===== src/rtl/cid_defines.vh =====
// Constants for the compact instruction top-level decoder
`ifndef CID_DEFINES_VH
`define CID_DEFINES_VH

// Register byte offsets
`define CID_CTRL_OFF      8'h00
`define CID_STATUS_OFF    8'h04
`define CID_IRQ_STAT_OFF  8'h08
`define CID_IRQ_MASK_OFF  8'h0C
`define CID_BRANCH_OFF    8'h10
`define CID_PC_OFF        8'h14

// Control fields
`define CID_CTRL_MAIN_BIT    0
`define CID_CTRL_SECURE_BIT  1
`define CID_CTRL_RESET       2'h3

// Interrupt status bits
`define CID_IRQ_FAULT_BIT    0
`define CID_IRQ_UNDEF_BIT    1
`define CID_IRQ_HINT_BIT     2
`define CID_IRQ_WIDTH        3

// Long-instruction prefixes (bits 15:11)
`define CID_PFX_A         5'h1D
`define CID_PFX_B         5'h1E
`define CID_PFX_C         5'h1F

// Top-level class codes
`define CID_CLS_SHORT     2'h0
`define CID_CLS_WIDE_BR   2'h1
`define CID_CLS_LONG      2'h2

// Short-group codes
`define CID_GRP_SAMC      4'h0
`define CID_GRP_DP2       4'h1
`define CID_GRP_SPECIAL   4'h2
`define CID_GRP_LIT_LOAD  4'h3
`define CID_GRP_LS_REG    4'h4
`define CID_GRP_LS_WB     4'h5
`define CID_GRP_LS_HALF   4'h6
`define CID_GRP_LS_SP     4'h7
`define CID_GRP_ADR       4'h8
`define CID_GRP_MISC      4'h9
`define CID_GRP_LDSTM     4'hA
`define CID_GRP_CBR_SVC   4'hB
`define CID_GRP_NONE      4'hF

// Operation codes inside the shift/add/sub/move/compare group
`define CID_OP_NONE       4'h0
`define CID_OP_ADD_REG    4'h1
`define CID_OP_SUB_REG    4'h2
`define CID_OP_ADD_IMM_THREE_BIT   4'h3
`define CID_OP_SUB_IMM_THREE_BIT   4'h4
`define CID_OP_MOV_SHIFT  4'h5
`define CID_OP_MOV_IMM    4'h6
`define CID_OP_CMP_IMM    4'h7
`define CID_OP_ADD_IMM_EIGHT_BIT   4'h8
`define CID_OP_SUB_IMM_EIGHT_BIT   4'h9

// Branch kinds written by execute: interworking (0 to 4) and non-secure state (5, 6)
`define CID_BR_REG        3'h0
`define CID_BR_REG_LINK   3'h1
`define CID_BR_POP_PC     3'h2
`define CID_BR_LDM_PC     3'h3
`define CID_BR_LOAD_PC    3'h4
`define CID_BR_TO_NS      3'h5
`define CID_BR_LINK_NS    3'h6

// Hint encodings recognised at this level
`define CID_HINT16_HI     8'hBF
`define CID_HINT32_HW0    16'hF3AF
`define CID_HINT32_HW1HI  5'h10

`endif


===== src/rtl/cid_top.v =====
// Top-level halfword decoder with AXI4-Lite control and branch-target handling
//
// The address map and the AXI4-Lite interface to the registers were left to the implementer.

`include "cid_defines.vh"

module cid_top
(
  // Clock and reset
  input  wire        aclk,
  input  wire        aresetn,
  // Halfword stream from fetch
  input  wire        hw_valid,
  input  wire [15:0] hw_data,
  input  wire        hw_flush,
  // Decoded instruction to execute
  output reg         dec_valid_r,
  output reg         dec_is_long_r,
  output reg  [31:0] dec_word_r,
  output reg  [1:0]  dec_class_r,
  output reg  [3:0]  dec_group_r,
  output reg  [3:0]  dec_op_r,
  output reg  [2:0]  dec_rd_r,
  output reg  [2:0]  first_src_reg_field_r,
  output reg  [2:0]  second_src_reg_field_r,
  output reg  [2:0]  imm_three_bit_r,
  output reg  [7:0]  imm_eight_bit_r,
  output reg         dec_hint_r,
  output reg         dec_undef_r,
  output reg         invalid_state_fault_r,
  // Branch target from execute
  input  wire        br_valid,
  input  wire [2:0]  br_kind,
  input  wire [31:0] br_target,
  // Architectural state
  output reg  [31:0] pc_r,
  output reg         exec_state_isa_bit_r,
  output reg         secure_state_r,
  output reg         irq_r,
  // AXI4-Lite slave
  input  wire [7:0]  s_axi_awaddr,
  input  wire        s_axi_awvalid,
  output reg         s_axi_awready,
  input  wire [31:0] s_axi_wdata,
  input  wire [3:0]  s_axi_wstrb,
  input  wire        s_axi_wvalid,
  output reg         s_axi_wready,
  output reg  [1:0]  s_axi_bresp,
  output reg         s_axi_bvalid,
  input  wire        s_axi_bready,
  input  wire [7:0]  s_axi_araddr,
  input  wire        s_axi_arvalid,
  output reg         s_axi_arready,
  output reg  [31:0] s_axi_rdata,
  output reg  [1:0]  s_axi_rresp,
  output reg         s_axi_rvalid,
  input  wire        s_axi_rready
);

  // ---------------------------------------------------------------
  // Halfword assembly
  // ---------------------------------------------------------------
  reg        pend_r;
  reg [15:0] lead_r;
  reg [1:0]  ctrl_r;
  reg [`CID_IRQ_WIDTH-1:0] irq_stat_r;
  reg [`CID_IRQ_WIDTH-1:0] irq_mask_r;
  reg        fault_arm_r;

  wire [4:0] top5    = hw_data[15:11];
  wire       is_lead = (top5 == `CID_PFX_A) || (top5 == `CID_PFX_B) ||
                       (top5 == `CID_PFX_C);
  wire       take    = hw_valid && !hw_flush;
  wire       emit    = take && (pend_r || !is_lead);
  wire [31:0] word   = pend_r ? {lead_r, hw_data} : {16'h0000, hw_data};

  // Pending leading half; a flush drops it so stale halves never pair
  always @(posedge aclk)
  begin
    if (!aresetn)
    begin
      pend_r <= 1'b0;
      lead_r <= 16'h0000;
    end
    else if (hw_flush)
      pend_r <= 1'b0;
    else if (take)
    begin
      if (pend_r)
        pend_r <= 1'b0;
      else if (is_lead)
      begin
        pend_r <= 1'b1;
        lead_r <= hw_data;
      end
    end
  end

  // ---------------------------------------------------------------
  // Combinational decode
  // ---------------------------------------------------------------
  reg [1:0] cls_nxt;
  reg [3:0] grp_nxt;
  reg [3:0] op_nxt;
  reg [2:0] rd_nxt;
  reg [2:0] rn_nxt;
  reg [2:0] rm_nxt;
  reg [2:0] i3_nxt;
  reg [7:0] i8_nxt;
  reg       hint_nxt;
  reg       undef_nxt;
  reg [15:0] h;
  reg [5:0]  primary_opcode_field;

  // Group and operation decode of the halfword being emitted
  always @*
  begin
    h = pend_r ? lead_r : hw_data;
    primary_opcode_field = h[15:10];
    cls_nxt   = `CID_CLS_SHORT;
    grp_nxt   = `CID_GRP_NONE;
    op_nxt    = `CID_OP_NONE;
    rd_nxt    = h[2:0];
    rn_nxt    = h[5:3];
    rm_nxt    = h[8:6];
    i3_nxt    = h[8:6];
    i8_nxt    = h[7:0];
    hint_nxt  = 1'b0;
    undef_nxt = 1'b0;
    if (h[15:13] != 3'h7)
    begin
      // Short group
      casez (primary_opcode_field)
        6'b00????: grp_nxt = `CID_GRP_SAMC;
        6'b010000: grp_nxt = `CID_GRP_DP2;
        6'b010001: grp_nxt = `CID_GRP_SPECIAL;
        6'b01001?: grp_nxt = `CID_GRP_LIT_LOAD;
        6'b0101??: grp_nxt = `CID_GRP_LS_REG;
        6'b011???: grp_nxt = `CID_GRP_LS_WB;
        6'b1000??: grp_nxt = `CID_GRP_LS_HALF;
        6'b1001??: grp_nxt = `CID_GRP_LS_SP;
        6'b1010??: grp_nxt = `CID_GRP_ADR;
        6'b1011??: grp_nxt = `CID_GRP_MISC;
        6'b1100??: grp_nxt = `CID_GRP_LDSTM;
        6'b1101??: grp_nxt = `CID_GRP_CBR_SVC;
        default:   grp_nxt = `CID_GRP_NONE;
      endcase
      // Sub-decode by tertiary, secondary and primary fields
      if (grp_nxt == `CID_GRP_SAMC)
      begin
        if (h[13])
        begin
          rd_nxt = h[10:8];
          case (h[12:11])
            2'h0:    op_nxt = `CID_OP_MOV_IMM;
            2'h1:    op_nxt = `CID_OP_CMP_IMM;
            2'h2:    op_nxt = `CID_OP_ADD_IMM_EIGHT_BIT;
            default: op_nxt = `CID_OP_SUB_IMM_EIGHT_BIT;
          endcase
        end
        else if (h[12:11] == 2'h3 && !h[10])
          op_nxt = h[9] ? `CID_OP_SUB_REG : `CID_OP_ADD_REG;
        else if (h[12:11] == 2'h3)
          op_nxt = h[9] ? `CID_OP_SUB_IMM_THREE_BIT : `CID_OP_ADD_IMM_THREE_BIT;
        else
          op_nxt = `CID_OP_MOV_SHIFT;
      end
      // Short hints: no operation is carried out
      if (h[15:8] == `CID_HINT16_HI && h[3:0] == 4'h0)
        hint_nxt = 1'b1;
      // State-changing register branches need the Secure bit of the control register set
      if (grp_nxt == `CID_GRP_SPECIAL && h[9:8] == 2'h3 && h[2] &&
          !ctrl_r[`CID_CTRL_SECURE_BIT])
        undef_nxt = 1'b1;
    end
    else if (h[12:11] == 2'h0)
      cls_nxt = `CID_CLS_WIDE_BR;
    else
    begin
      cls_nxt = `CID_CLS_LONG;
      // Long hints only exist with the main feature set
      if (h == `CID_HINT32_HW0 && hw_data[15:11] == `CID_HINT32_HW1HI)
      begin
        hint_nxt  = ctrl_r[`CID_CTRL_MAIN_BIT];
        undef_nxt = !ctrl_r[`CID_CTRL_MAIN_BIT];
      end
    end
  end

  // ---------------------------------------------------------------
  // Output stage
  // ---------------------------------------------------------------
  always @(posedge aclk)
  begin
    if (!aresetn)
    begin
      dec_valid_r <= 1'b0;
      dec_is_long_r <= 1'b0;
      dec_word_r <= 32'h00000000;
      dec_class_r <= 2'h0;
      dec_group_r <= 4'h0;
      dec_op_r <= 4'h0;
      dec_rd_r <= 3'h0;
      first_src_reg_field_r <= 3'h0;
      second_src_reg_field_r <= 3'h0;
      imm_three_bit_r <= 3'h0;
      imm_eight_bit_r <= 8'h00;
      dec_hint_r <= 1'b0;
      dec_undef_r <= 1'b0;
      invalid_state_fault_r <= 1'b0;
    end
    else
    begin
      dec_valid_r <= emit;
      invalid_state_fault_r <= emit && fault_arm_r;
      if (emit)
      begin
        dec_is_long_r <= pend_r;
        dec_word_r <= word;
        dec_class_r <= cls_nxt;
        dec_group_r <= grp_nxt;
        dec_op_r <= op_nxt;
        dec_rd_r <= rd_nxt;
        first_src_reg_field_r <= rn_nxt;
        second_src_reg_field_r <= rm_nxt;
        imm_three_bit_r <= i3_nxt;
        imm_eight_bit_r <= i8_nxt;
        dec_hint_r <= hint_nxt;
        dec_undef_r <= undef_nxt;
      end
    end
  end

  // ---------------------------------------------------------------
  // Branch target handling
  // ---------------------------------------------------------------
  wire br_inter = (br_kind == `CID_BR_REG) || (br_kind == `CID_BR_REG_LINK) ||
                  (br_kind == `CID_BR_POP_PC) || (br_kind == `CID_BR_LDM_PC) ||
                  (br_kind == `CID_BR_LOAD_PC);
  wire br_ns    = (br_kind == `CID_BR_TO_NS) || (br_kind == `CID_BR_LINK_NS);
  wire br_ok    = br_valid && (br_inter || (br_ns && secure_state_r));
  wire ev_fault = br_valid && br_inter && !br_target[0];
  wire ev_undef = br_valid && br_ns && !secure_state_r;

  // Write-side holding state, declared here because the state process reads it
  reg        aw_hold_r;
  reg        w_hold_r;
  reg [7:0]  awaddr_r;
  reg [31:0] wdata_r;
  reg [3:0]  wstrb_r;
  wire       wr_go = aw_hold_r && w_hold_r && !s_axi_bvalid;
  wire [31:0] wdat = wdata_r;
  wire       wr_ctrl = wr_go && (awaddr_r == `CID_CTRL_OFF) && wstrb_r[0];
  wire [`CID_IRQ_WIDTH-1:0] ev_vec = {emit && hint_nxt, ev_undef, ev_fault};
  wire [`CID_IRQ_WIDTH-1:0] w1c = (wr_go && awaddr_r == `CID_IRQ_STAT_OFF &&
                                   wstrb_r[0]) ? wdat[`CID_IRQ_WIDTH-1:0] : 3'h0;

  // Target bit 0 never reaches the program counter
  always @(posedge aclk)
  begin
    if (!aresetn)
    begin
      pc_r <= 32'h00000000;
      exec_state_isa_bit_r <= 1'b1;
      secure_state_r <= 1'b1;
      fault_arm_r <= 1'b0;
    end
    else
    begin
      if (br_ok)
        pc_r <= {br_target[31:1], 1'b0};
      if (br_valid && br_inter)
      begin
        exec_state_isa_bit_r <= br_target[0];
        fault_arm_r <= !br_target[0];
      end
      else if (emit)
        fault_arm_r <= 1'b0;                                   // Fault taken once
      if (br_valid && br_ns && secure_state_r)
        secure_state_r <= br_target[0];
      else if (wr_ctrl)
        secure_state_r <= wdat[`CID_CTRL_SECURE_BIT];
    end
  end

  // ---------------------------------------------------------------
  // AXI4-Lite slave
  // ---------------------------------------------------------------

  // Write channel: address and data taken independently, then answered
  always @(posedge aclk)
  begin
    if (!aresetn)
    begin
      aw_hold_r <= 1'b0;
      w_hold_r <= 1'b0;
      awaddr_r <= 8'h00;
      wdata_r <= 32'h00000000;
      wstrb_r <= 4'h0;
      s_axi_awready <= 1'b0;
      s_axi_wready <= 1'b0;
      s_axi_bvalid <= 1'b0;
      s_axi_bresp <= 2'h0;
      ctrl_r <= `CID_CTRL_RESET;
      irq_mask_r <= 3'h0;
      irq_stat_r <= 3'h0;
    end
    else
    begin
      s_axi_awready <= !aw_hold_r && !s_axi_awready && s_axi_awvalid;
      s_axi_wready <= !w_hold_r && !s_axi_wready && s_axi_wvalid;
      if (s_axi_awvalid && s_axi_awready)
      begin
        aw_hold_r <= 1'b1;
        awaddr_r <= s_axi_awaddr;
      end
      if (s_axi_wvalid && s_axi_wready)
      begin
        w_hold_r <= 1'b1;
        wdata_r <= s_axi_wdata;
        wstrb_r <= s_axi_wstrb;
      end
      if (wr_go)
      begin
        aw_hold_r <= 1'b0;
        w_hold_r <= 1'b0;
        s_axi_bvalid <= 1'b1;
        if (awaddr_r == `CID_CTRL_OFF || awaddr_r == `CID_IRQ_STAT_OFF ||
            awaddr_r == `CID_IRQ_MASK_OFF)
          s_axi_bresp <= 2'h0;
        else if (awaddr_r == `CID_STATUS_OFF || awaddr_r == `CID_BRANCH_OFF ||
                 awaddr_r == `CID_PC_OFF)
          s_axi_bresp <= 2'h0;
        else
          s_axi_bresp <= 2'h2;
      end
      else if (s_axi_bready)
        s_axi_bvalid <= 1'b0;
      if (wr_ctrl)
        ctrl_r <= wdat[1:0];
      if (wr_go && awaddr_r == `CID_IRQ_MASK_OFF && wstrb_r[0])
        irq_mask_r <= wdat[`CID_IRQ_WIDTH-1:0];
      // Set wins over a simultaneous write-one clear
      irq_stat_r <= (irq_stat_r & ~w1c) | ev_vec;
    end
  end

  // Read channel and interrupt output
  always @(posedge aclk)
  begin
    if (!aresetn)
    begin
      s_axi_arready <= 1'b0;
      s_axi_rvalid <= 1'b0;
      s_axi_rdata <= 32'h00000000;
      s_axi_rresp <= 2'h0;
      irq_r <= 1'b0;
    end
    else
    begin
      irq_r <= |(irq_stat_r & irq_mask_r);
      s_axi_arready <= !s_axi_rvalid && !s_axi_arready && s_axi_arvalid;
      if (s_axi_arvalid && s_axi_arready)
      begin
        s_axi_rvalid <= 1'b1;
        s_axi_rresp <= 2'h0;
        if (s_axi_araddr == `CID_CTRL_OFF)
          s_axi_rdata <= {30'h0, ctrl_r[1], ctrl_r[0]};
        else if (s_axi_araddr == `CID_STATUS_OFF)
          s_axi_rdata <= {28'h0, pend_r, fault_arm_r, secure_state_r,
                          exec_state_isa_bit_r};
        else if (s_axi_araddr == `CID_IRQ_STAT_OFF)
          s_axi_rdata <= {29'h0, irq_stat_r};
        else if (s_axi_araddr == `CID_IRQ_MASK_OFF)
          s_axi_rdata <= {29'h0, irq_mask_r};
        else if (s_axi_araddr == `CID_BRANCH_OFF)
          s_axi_rdata <= dec_word_r;
        else if (s_axi_araddr == `CID_PC_OFF)
          s_axi_rdata <= pc_r;
        else
        begin
          s_axi_rdata <= 32'h00000000;
          s_axi_rresp <= 2'h2;
        end
      end
      else if (s_axi_rready)
        s_axi_rvalid <= 1'b0;
    end
  end

endmodule


===== config.mk =====
export PLATFORM = sky130hd
export DESIGN_NAME = cid_top
export DESIGN_NICKNAME = d
export VERILOG_FILES = /design/src/rtl/cid_top.v
export VERILOG_INCLUDE_DIRS = /design/src /design/src/rtl
export SDC_FILE = /design/constraint.sdc
export NUM_CORES = 1
export LEC_CHECK = 0
export ABC_AREA = 1
export BUFFER_PORTS_ARGS = -buffer_cell sky130_fd_sc_hd__buf_2
export CORE_MARGIN = 2
export CORE_UTILIZATION = 54
export DETAILED_ROUTE_END_ITERATION = 8
export PLACE_DENSITY_LB_ADDON = 0.1
export SLEW_MARGIN = 10
export SYNTH_ARGS = -nofsm -noshare
export SYNTH_HDL_FRONTEND = slang
export SYNTH_SLANG_ARGS = --single-unit
export TNS_END_PERCENT = 50

===== constraint.sdc =====
create_clock -name aclk -period 3.15 [get_ports aclk]
set_input_delay 0.63 -clock aclk [delete_from_list [all_inputs] [get_ports aclk]]
set_output_delay 0.63 -clock aclk [all_outputs]
set_load 0.05 [all_outputs]

==> metrics.md <==
| Metric | Value |
|---|---|
| Status | `completed` |
| Peak supply drop | `0.414 mV` |
| # DRC | `0` |
| Post-synth top area share | `0.475` |
| Worst hold margin | `0.398 ns` |
| RD Place Congestion | `0.906` |
| CTS H-tree lvls | `4` |
| Crit. End Element | `register` |
| Routed wire length per instance | `14.2 um` |
| Core Region | `0.0132 mm^2` |
| Post-synth EDFFs | `0` |
| Post-CTS Setup Repair Bufs | `0` |
| Synth unique cells | `38` |
| Vias per inst | `5.15` |
| Power Density | `584 mW/mm^2` |
| CTS tree | `yes` |
| Vias in the first global route | `6,419` |
| Overflow after GRT | `0` |
| Ys Warns | `0` |
| Worst-margin pin slew | `0.729 ns` |
| Diodes inserted | `0` |
| Reg clk slew, reported paths | `0.06 ns` |
| Routed Antenna Nets | `0` |
| Sequential share of the synthesized area | `0.475` |
| Worst path required time | `3.50 ns` |
| Final setup violation count | `0` |
| Initial antenna violation count | `0` |
| #FFs+latches synth | `172` |
| Finished Cell Area | `0.00892 mm^2` |
| Hold Buf Count CTS | `0` |
| Global-route usage over all layers | `0.277` |
| Area delta synth->final | `23.1%` |
| Max-cap violation count | `0` |
| CTS buffer count | `17` |
| Synth Area per Inst | `7.12 um^2` |
| Top-count cell post-synth | `nand2_1` |
| Slew headroom | `0.514` |
| First-pass GRT wire length | `31,700 um` |
| Final hold vios | `0` |
| CTS sink cnt | `172` |
| Die width | `120 um` |
| Clk_lat worst skew | `0.42 ns` |
| CTS resizes | `0` |
| Max Slew Vio Count | `0` |
| Final setup margin | `1.20 ns` |
| Total negative slack | `0 ns` |
| Die ar. | `0.0144 mm^2` |
| Ports | `256` |
| Initial Utilization | `0.549` |
| Leading area contributor after synthesis | `dfxtp_1` |
| DR vias | `7,179` |
| Final period util | `0.620` |
| Design Power | `5.21 mW` |
| Post-DP Area | `0.00834 mm^2` |
| Nets | `1,317` |
| RSZ-0062 raised after global routing | `no` |
| Critical path class | `reg2reg` |
| Largest net degree at the start of global routing | `85` |
| Lkg Pwr | `4.23 nW` |
| Critical Path Fanout Max | `30` |
| Top post-synthesis cells by area | `dfxtp_1 48%, nand2_1 12%, o21ai_0 8.6%` |
| Netlist Area Pre-Place | `0.00724 mm^2` |
| IO Port Bufs | `220` |
| Share of cells above drive strength 1 | `0.235` |
| Post-place setup slack | `0.906 ns` |
| Synth Flop Type | `dfxtp_1` |
| Post-synth ARST share | `0` |
| Row count | `42` |
| DP HPWL | `14,200 um` |
| Crit path DAT | `2.31 ns` |
| Root Driver | `clkbuf_16` |
| Vert. Die Dim | `120 um` |
| HP Class | `in2reg` |
| Worst clock skew | `0.00521 ns` |
| Drt first pass iters | `5` |
| Clk buf depth | `2` |
| Total wire length | `19,800 um` |
| Post-layout min period | `1.95 ns` |
| Drt initial violations | `528` |
| Critical Path Source Type | `register` |
| Mapped Cells | `1,017` |
| Most common library cells after synthesis | `235 x nand2_1, 172 x dfxtp_1, 129 x nor2_1, 125 x o21ai_0, 110 x a21oi_1` |
| Maximum clock rate | `512 MHz` |
## per-stage QoR
| step | util | std cells |
|---|---|---|
| floorplan | - | 1019 |
| global placement | 0.632 | 1361 |
| detailed placement | 0.632 | 1361 |
| CTS | 0.676 | 1393 |
| global route | 0.676 | 1393 |
| finish | 0.676 | 1393 |
## layout make-up
cell class | instances | area (um^2)
Timing Repair Buffer | 231 | 1200
Multi-Input combinational cell | 693 | 3140
Sequential cell | 172 | 3440
Clock buffer | 26 | 519
Fill cell | 1228 | 4270
Clock inverter | 6 | 57.6
Inverter | 89 | 335
Tap cell | 176 | 220
## logic make-up after synthesis
| family | Yosys count | share of synthesized area |
|---|---|---|
| buffers and inverters | 154 | 0.0935 |
| AO/OA/AOI/OAI | 259 | 0.187 |
| other | 1 | 0.000518 |
| flip-flops | 172 | 0.475 |
| AND/OR/NAND/NOR | 431 | 0.244 |
## flip-flops by register name (all words and copies together) (netlist names), 2 cells and up
| register | count |
|---|---|
| pc_r | 31 |
| s_axi_rdata | 32 |
| dec_word_r | 32 |
| dec_class_r | 2 |
| lead_r | 16 |
| dec_rd_r | 3 |
| first_src_reg_field_r | 2 |
| irq_mask_r | 3 |
| imm_three_bit_r | 3 |
| ctrl_r | 2 |
| wdat | 3 |
| imm_eight_bit_r | 4 |
| awaddr_r | 8 |
| irq_stat_r | 3 |
| dec_op_r | 4 |
| dec_group_r | 4 |
## placed cells by master, fill, tap and decap left out, types with 2 or more instances in the layout
master	Yosys	layout
nand2_1	235	235
buf_2	18	219
dfxtp_1	172	172
nor2_1	129	129
o21ai_0	125	125
a21oi_1	110	110
inv_1	84	83
nand3_1	29	29
clkbuf_16	0	17
nand2_2	13	13
buf_4	14	11
nor3_1	8	8
nand4_1	7	7
clkbuf_8	0	6
a31oi_1	5	5
clkinv_2	1	5
o211ai_1	4	4
a211oi_1	4	4
inv_2	3	4
nor2_4	3	3
o2111ai_1	3	3
conb_1	1	3
clkbuf_1	25	3
o21ai_1	2	2
## metal layers
layer	track usage	up-vias	share of wire
met3	0.0599	11	0.064
met2	0.461	241	0.47
met1	0.367	3272	0.46
met4	0.0706	0	0.0078
li1	-	3655	-
met5	0	-	0
## final timing paths
path | depth (start not counted) | endpoint | start | slack (ns)
min | 2 | pend_r$_SDFFE_PP0P_ | hw_flush | 0.40
min reg2reg | 1 | s_axi_wready$_SDFF_PN0_ | w_hold_r$_SDFFE_PP0P_ | 0.43
max | 8 | dec_word_r[12]$_SDFFE_PN0P_ | pend_r$_SDFFE_PP0P_ | 1.20
max reg2reg | 8 | dec_word_r[12]$_SDFFE_PN0P_ | pend_r$_SDFFE_PP0P_ | 1.20
## critical path, cell delays in order (launching register included)
cell and delay [ns]:
dfxtp_1 0.32, inv_2 0.25, nand2_2 0.12, inv_2 0.11, nand2_1 0.06, nand2_1 0.35
buf_4 0.37, o21ai_0 0.16, a21oi_1 0.14
## report_power, final
part	internal, mW	switching [mW]	leakage [nW]
sequential	2.28	0.0692	1.41
combinational	0.196	0.642	2.53
clock	1.21	0.809	0.286
Note: power is estimated with default switching activity, not from simulation.
